==> src/design/mie_pkg.sv <==
/*
  Constants for the move-instruction execute block: opcode patterns,
  field positions, widths and reset values.
  Assumes a 12-bit instruction word presented once per instruction cycle.
*/
package mie_pkg;
  localparam int INSTR_W = 12;
  localparam int DATA_W = 8;
  localparam int ADDR_W = 5;
  localparam int REG_COUNT = 32;
  localparam int DEST_BIT = 5;
  localparam int COPY_LSB = 6;
  localparam int STORE_LSB = 5;
  localparam int LIT_LSB = 8;
  localparam logic [5:0] COPY_TOP = 6'h08;
  localparam logic [6:0] STORE_TOP = 7'h01;
  localparam logic [3:0] LIT_TOP = 4'hC;
  localparam logic [11:0] IDLE_WORD = 12'h000;
  localparam logic [11:0] PRESCALE_WORD = 12'h002;
  localparam logic [7:0] ACC_RESET = 8'h00;
  localparam logic [7:0] PRESCALE_RESET = 8'hFF;
  localparam logic [7:0] REG_RESET = 8'h00;
  localparam logic [7:0] ZERO_BYTE = 8'h00;

  typedef enum logic [2:0] {
    MIE_OP_IDLE,
    MIE_OP_COPY,
    MIE_OP_STORE,
    MIE_OP_LITERAL,
    MIE_OP_PRESCALE,
    MIE_OP_OTHER
  } mie_op_t;
endpackage : mie_pkg

==> src/design/mie_rf_if.sv <==
/*
  Interface carrying the file register read and write ports.
  Assumes the execute core is the master and the register file the target.
*/
`timescale 1ns/1ps
interface mie_rf_if;
  import mie_pkg::*;
  logic [ADDR_W-1:0] rd_addr;
  logic [DATA_W-1:0] rd_data;
  logic wr_en;
  logic [ADDR_W-1:0] wr_addr;
  logic [DATA_W-1:0] wr_data;
  modport core (output rd_addr, output wr_en, output wr_addr, output wr_data, input rd_data);
  modport regs (input rd_addr, input wr_en, input wr_addr, input wr_data, output rd_data);
endinterface : mie_rf_if

==> src/design/mie_regfile.sv <==
/*
  32-entry 8-bit file register array with combinational read.
  Assumes one write per clock; read shows contents before that write.
*/
`timescale 1ns/1ps
module mie_regfile
  import mie_pkg::*;
(
  input wire logic clk, // Core clock
  input wire logic rst, // Synchronous reset, active high
  mie_rf_if.regs rf // Read and write ports
);
  logic [DATA_W-1:0] mem [REG_COUNT];

  assign rf.rd_data = mem[rf.rd_addr];

  generate
    for (genvar i = 0; i < REG_COUNT; i++) begin : g_entry
      always_ff @(posedge clk) begin
        if (rst) begin
          mem[i] <= REG_RESET;
        end else if (rf.wr_en && rf.wr_addr == ADDR_W'(i)) begin
          mem[i] <= rf.wr_data;
        end
      end
    end
  endgenerate
endmodule : mie_regfile

==> src/design/mie_exec.sv <==
/*
  Execute stage for the data-movement instruction group: copy file
  register, load literal, store accumulator, idle and prescaler load.
  Assumes one valid instruction word per clock from the fetch path.
*/
`timescale 1ns/1ps
module mie_exec
  import mie_pkg::*;
(
  input wire logic clk, // Core instruction clock
  input wire logic rst, // Synchronous reset, active high
  input wire logic instr_valid, // Instruction word present
  input wire logic [INSTR_W-1:0] instr, // Instruction word
  output logic [DATA_W-1:0] acc, // Accumulator
  output logic null_result_flag, // Zero flag
  output logic [DATA_W-1:0] prescale_cfg, // Prescaler configuration
  output logic done, // Instruction retired pulse
  output logic unhandled // Word outside this group
);
  mie_rf_if rf ();

  // Fields of the word at the input
  logic [INSTR_W-COPY_LSB-1:0] copy_opc;
  logic [INSTR_W-STORE_LSB-1:0] store_opc;
  logic [INSTR_W-LIT_LSB-1:0] lit_opc;
  logic [DATA_W-1:0] lit_value;
  logic [ADDR_W-1:0] faddr;
  logic dest_file;

  // One match per instruction shape
  logic is_idle;
  logic is_prescale;
  logic is_copy;
  logic is_store;
  logic is_literal;

  // Decoded operation
  mie_op_t op;

  // Control for this cycle
  logic acc_from_file;
  logic acc_from_literal;
  logic flag_write;
  logic file_write;
  logic file_from_acc;
  logic prescale_write;
  logic word_foreign;

  // Read data show the contents before this edge's write
  logic [DATA_W-1:0] moved;
  logic moved_is_zero;

  mie_regfile u_regfile (
    .clk(clk),
    .rst(rst),
    .rf(rf)
  );

  // Field extraction
  assign copy_opc = instr[INSTR_W-1:COPY_LSB];
  assign store_opc = instr[INSTR_W-1:STORE_LSB];
  assign lit_opc = instr[INSTR_W-1:LIT_LSB];
  assign lit_value = instr[DATA_W-1:0];
  assign faddr = instr[ADDR_W-1:0];
  assign dest_file = instr[DEST_BIT];

  // Whole-word codes fall inside no other shape
  assign is_idle = (instr == IDLE_WORD);
  assign is_prescale = (instr == PRESCALE_WORD);
  assign is_copy = (copy_opc == COPY_TOP);
  assign is_store = (store_opc == STORE_TOP);
  assign is_literal = (lit_opc == LIT_TOP);

  // Decode; a word without valid counts as idle
  always_comb begin
    if (!instr_valid) begin
      op = MIE_OP_IDLE;
    end else if (is_idle) begin
      op = MIE_OP_IDLE;
    end else if (is_prescale) begin
      op = MIE_OP_PRESCALE;
    end else if (is_copy) begin
      op = MIE_OP_COPY;
    end else if (is_store) begin
      op = MIE_OP_STORE;
    end else if (is_literal) begin
      op = MIE_OP_LITERAL;
    end else begin
      op = MIE_OP_OTHER;
    end
  end

  // Accumulator source
  always_comb begin
    acc_from_file = 1'b0;
    acc_from_literal = 1'b0;
    unique case (op)
      MIE_OP_COPY: begin
        acc_from_file = !dest_file;
      end
      MIE_OP_LITERAL: begin
        acc_from_literal = 1'b1;
      end
      MIE_OP_IDLE, MIE_OP_STORE, MIE_OP_PRESCALE, MIE_OP_OTHER: begin
      end
    endcase
  end

  // File register write control
  always_comb begin
    file_write = 1'b0;
    file_from_acc = 1'b0;
    unique case (op)
      MIE_OP_COPY: begin
        file_write = dest_file;
      end
      MIE_OP_STORE: begin
        file_write = 1'b1;
        file_from_acc = 1'b1;
      end
      MIE_OP_IDLE, MIE_OP_LITERAL, MIE_OP_PRESCALE, MIE_OP_OTHER: begin
      end
    endcase
  end

  // Zero flag control
  always_comb begin
    flag_write = 1'b0;
    unique case (op)
      MIE_OP_COPY: begin
        flag_write = 1'b1;
      end
      MIE_OP_IDLE, MIE_OP_STORE, MIE_OP_LITERAL, MIE_OP_PRESCALE, MIE_OP_OTHER: begin
      end
    endcase
  end

  // Prescaler control
  always_comb begin
    prescale_write = 1'b0;
    unique case (op)
      MIE_OP_PRESCALE: begin
        prescale_write = 1'b1;
      end
      MIE_OP_IDLE, MIE_OP_COPY, MIE_OP_STORE, MIE_OP_LITERAL, MIE_OP_OTHER: begin
      end
    endcase
  end

  // Foreign word detection
  always_comb begin
    word_foreign = 1'b0;
    unique case (op)
      MIE_OP_OTHER: begin
        word_foreign = 1'b1;
      end
      MIE_OP_IDLE, MIE_OP_COPY, MIE_OP_STORE, MIE_OP_LITERAL, MIE_OP_PRESCALE: begin
      end
    endcase
  end

  // Read port follows the address field every cycle
  assign rf.rd_addr = faddr;
  assign moved = rf.rd_data;
  assign moved_is_zero = (moved == ZERO_BYTE);

  // Write port; copy-back returns the value just read
  always_comb begin
    rf.wr_addr = faddr;
    rf.wr_en = file_write;
    if (file_from_acc) begin
      rf.wr_data = acc;
    end else begin
      rf.wr_data = moved;
    end
  end

  // Accumulator
  always_ff @(posedge clk) begin
    if (rst) begin
      acc <= ACC_RESET;
    end else if (acc_from_file) begin
      acc <= moved;
    end else if (acc_from_literal) begin
      acc <= lit_value;
    end
  end

  // Zero flag, copy only
  always_ff @(posedge clk) begin
    if (rst) begin
      null_result_flag <= 1'b0;
    end else if (flag_write) begin
      null_result_flag <= moved_is_zero;
    end
  end

  // Prescaler configuration
  always_ff @(posedge clk) begin
    if (rst) begin
      prescale_cfg <= PRESCALE_RESET;
    end else if (prescale_write) begin
      prescale_cfg <= acc;
    end
  end

  // Retire pulse for every taken word
  always_ff @(posedge clk) begin
    if (rst) begin
      done <= 1'b0;
    end else begin
      done <= instr_valid;
    end
  end

  // Pulse for a word outside this group
  always_ff @(posedge clk) begin
    if (rst) begin
      unhandled <= 1'b0;
    end else begin
      unhandled <= word_foreign;
    end
  end
endmodule : mie_exec

==> config.mk <==
export PLATFORM = sky130hd
export DESIGN_NAME = mie_exec
export DESIGN_NICKNAME = d
export VERILOG_FILES = /design/src/design/mie_pkg.sv /design/src/design/mie_rf_if.sv /design/src/design/mie_regfile.sv /design/src/design/mie_exec.sv
export SDC_FILE = /design/constraint.sdc
export NUM_CORES = 1
export LEC_CHECK = 0
export ABC_AREA = 1
export BUFFER_PORTS_ARGS = -buffer_cell sky130_fd_sc_hd__buf_2
export CAP_MARGIN = 20
export CORE_MARGIN = 1.5
export CORE_UTILIZATION = 55
export CTS_CLUSTER_SIZE = 25
export DETAILED_ROUTE_END_ITERATION = 12
export HOLD_SLACK_MARGIN = 0.1
export PLACE_DENSITY = 0.75
export SETUP_SLACK_MARGIN = 0.2
export SYNTH_ARGS = -nofsm -noshare
export SYNTH_HDL_FRONTEND = slang
export SYNTH_HIERARCHICAL = 1
export SYNTH_SLANG_ARGS = --single-unit
export TNS_END_PERCENT = 5
==> constraint.sdc <==
create_clock -name clk -period 3.2 [get_ports clk]
set_clock_uncertainty 0.2 [all_clocks]
set_input_delay 0.16 -clock clk [delete_from_list [all_inputs] [get_ports clk]]
set_output_delay 0.16 -clock clk [all_outputs]
set_load 0.02 [all_outputs]
==> impl_metrics.csv <==
group,metric,value,unit
placement,dp_hpwl,21200,um
detailed_routing,drt_wl_total,33900,um
global_route,grt_pass1_wl,52000,um
placement,routabilityCongestion,0.886,
global_route,antenna_found_initial,0,
yosys,async_flop_share,0,%
floorplanning,io_pins,34,
clock_network,cts_tree,"built",
clock_network,clock-sinks,275,
pwr,p_int,5950,uW
yosys,synthCells,1440,
detailed_routing,wl_per_cell,18.5,um
sta,period_share,91.6,%
global_route,grt_max_degree,119,
global_route,grt_overflow,0,
detailed_routing,vias,10500,
yosys,synth-edff-count,256,
detailed_routing,via_per_inst,5.72,
yosys,ys_seq_area_share,61.1,%
min_path,hold_path_class,"in -> reg",
yosys,synth_nets,1455,
clock_network,ctsLongestPathBuffers,3,
yosys,netlist_area,13200,sq um
sta,relSlewSlack,56.3,%
yosys,yosys.cell_count.top_type,"nand2_1",
job,maxCapViolCount,0,
finish,drive_gt1_share,10.4,%
yosys,yosys_warnings,6,
detailed_routing,drt_iter0_drc,1336,
global_route,grt_usage,27.7,%
yosys,synth_seq_cells,275,
floorplanning,dieWidth,158,um
floorplanning,core,23500,sq um
run_status,status,"finished clean",
pwr,clock_power_share,37.1,%
yosys,yosysTopAreaCell,"edfxtp_1",
finish,antenna_cells,0,
critical_path,critPathMaxFanout,10,
sta,grt_setup_unrepaired,"yes",
critical_path,critPathLaunchType,"input port",
sta,finalSetupViolCount,0,
clock_network,clk_pin_slew,0.06,ns
clock_network,insertion_delay,0.54,ns
critical_path,crit_type,"in -> reg",
finish,nets,1505,
pwr,sequentialPowerShare,51.3,%
critical_path,worstPathArrival,3.15,ns
yosys,ys_types,28,
detailed_routing,remaining_drc_errors,0,
clock_network,htree_levels,1,
sta,min_period,2.93,ns
detailed_routing,drtPass1Iterations,8,
finish,synthToLayoutAreaGrowth,11.9,%
sta,tightest_slew,0.656,ns
yosys,yosysTopAreaCellShare,58.3,%
placement,portBuffers,33,
critical_path,critPathRequiredTime,3.41,ns
finish,final_core_util,62.9,%
pwr,switching_power,2020,uW
yosys,synth_area_leaders,"edfxtp_1 58%, nand2_1 12%, nand3_1 8.7%, nor2_1 8.2%, dfxtp_1 2.9%",
floorplanning,start_util,56.2,%
yosys,synth_flop_cell,"edfxtp_1",
yosys,netlist_top_cells_count,"405 x nand2_1, 288 x nor2_1, 256 x edfxtp_1, 229 x nand3_1, 51 x inv_1",
pwr,combPwrFrac,11.6,%
finish,fillers,1893,
clock_network,cts_inserted_buffers,28,
pwr,power_density,540,nW/um^2
sta,timing.setup.tns,0,ns
pwr,vdd_drop_max,0.340,mV
sta,hold_viol,0,
yosys,postSynthAreaPerCell,9.16,sq um
global_route,grt_pass1_vias,9742,
detailed_routing,ant_nets,0,
floorplanning,num_rows,56,
pwr,p_total,7970,uW
sta,finalMaxSlewViolations,0,
critical_path,critPathCaptureType,"flop",
floorplanning,die_h,158,um
clock_network,cts_root_buf,"clkbuf_16",
pwr,leakage,0.00583,uW
sta,max_freq,341,MHz
floorplanning,dieArea,24900,sq um
pwr,swShare,25.4,%
## critical path, cell delays in order
cell,delay (ns)
dlygate4sd3_1,0.55
buf_2,0.14
nor2_2,0.15
nand2_4,0.09
nor2_4,0.19
nor2_4,0.07
nor2_8,0.11
nor2_4,0.05
buf_4,0.15
nand3_4,0.12
o21ai_0,0.10
dlygate4sd3_1,0.56
nand2_1,0.08
dlygate4sd3_1,0.57
a21oi_1,0.06
## kinds of logic after synthesis
group | count (synthesis) | share of synthesized area, %
compound gates | 70 | 2.83
buf+inv | 148 | 5.93
flops | 275 | 61.1
simple gates | 947 | 30.1
## per-stage QoR
step | cell area [sq um] | cells | hold slack [ns] | setup WS (ns)
floorplan | 13200 | 1440 | 0.0385 | 0.506
global placement | 13700 | 1755 | 0.220 | 0.276
detailed placement | 13700 | 1755 | 0.230 | 0.212
CTS | 14700 | 1827 | 0.110 | 0.259
global route | 14800 | 1831 | 0.168 | 0.101
finish | 14800 | 1831 | 0.138 | 0.267
## path summary, 6_finish.rpt
path	startpoint	end	slack, ns	cells after the start
worst min register to register	prescale_cfg[7]$_SDFFE_PP1N_	prescale_cfg[7]$_SDFFE_PP1N_	0.27	2
worst max register to register	u_regfile/mem[8][3]$_SDFFCE_PN0P_	acc[3]$_SDFFE_PP0P_	0.80	13
worst max-delay path	instr[10]	acc[3]$_SDFFE_PP0P_	0.27	15
worst min-delay path	instr[9]	prescale_cfg[2]$_SDFFE_PP1N_	0.14	8
## sequential cells by signal, indices dropped and copies added, names as in the netlist
name / flops
done: 1
null_result_flag: 1
prescale_cfg: 8
unhandled: 1
u_regfile/mem: 256
acc: 8
## power groups by stage
stage / sequential (uW) / combinational, uW / clock [uW]
3_5_place_dp: 4160 / 879 / 0
4_1_cts: 4090 / 901 / 2980
2_1_floorplan: 4170 / 537 / 0
3_3_place_gp: 4160 / 870 / 0
6_report: 4090 / 926 / 2960
5_1_grt: 4100 / 996 / 3130
## cells in the final DEF (no fill, tap or decap), types with 3 or more instances in the layout
cell type and instances:
a21oi_1 16, buf_12 8, buf_2 32, buf_4 52
clkbuf_1 7, clkbuf_16 29, clkinv_1 10, clkinv_2 6
dfxtp_1 19, dlygate4sd3_1 20, edfxtp_1 256, inv_1 49
inv_2 4, nand2_1 405, nand2_4 3, nand3_1 229
nand4_1 3, nor2_1 287, nor2_2 6, nor2_4 4
nor4_1 3, o21ai_0 43, o21ai_1 5, o21ai_2 5
## per-layer routing
metal | track usage [%] | part of all wire [%] | vias to the layer above
met2 | 45.3 | 47 | 627
met3 | 4.93 | 10 | 100
met1 | 36.1 | 39 | 4856
li1 | - | - | 4890
met5 | 0 | 0 | -
met4 | 12.5 | 4.3 | 0
## layout make-up
cell class	count	area (sq um)	area share (%)
well taps	319	399	2.70
repair buffers	112	911	6.17
clock inverters	16	73.8	0.500
clock buffers	36	752	5.09
multi-input cells	1017	4350	29.4
flip-flops and latches	275	8070	54.6
inverters	56	216	1.47
## timing repair
action | in CTS | in global routing
resized for setup | 0 | 3
hold buffers | 20 | 0
setup endpoints to repair | 0 | 159
hold endpoints to repair | 19 | 0
buffers inserted | 0 | 4
Note: power is estimated with default switching activity, not from simulation.
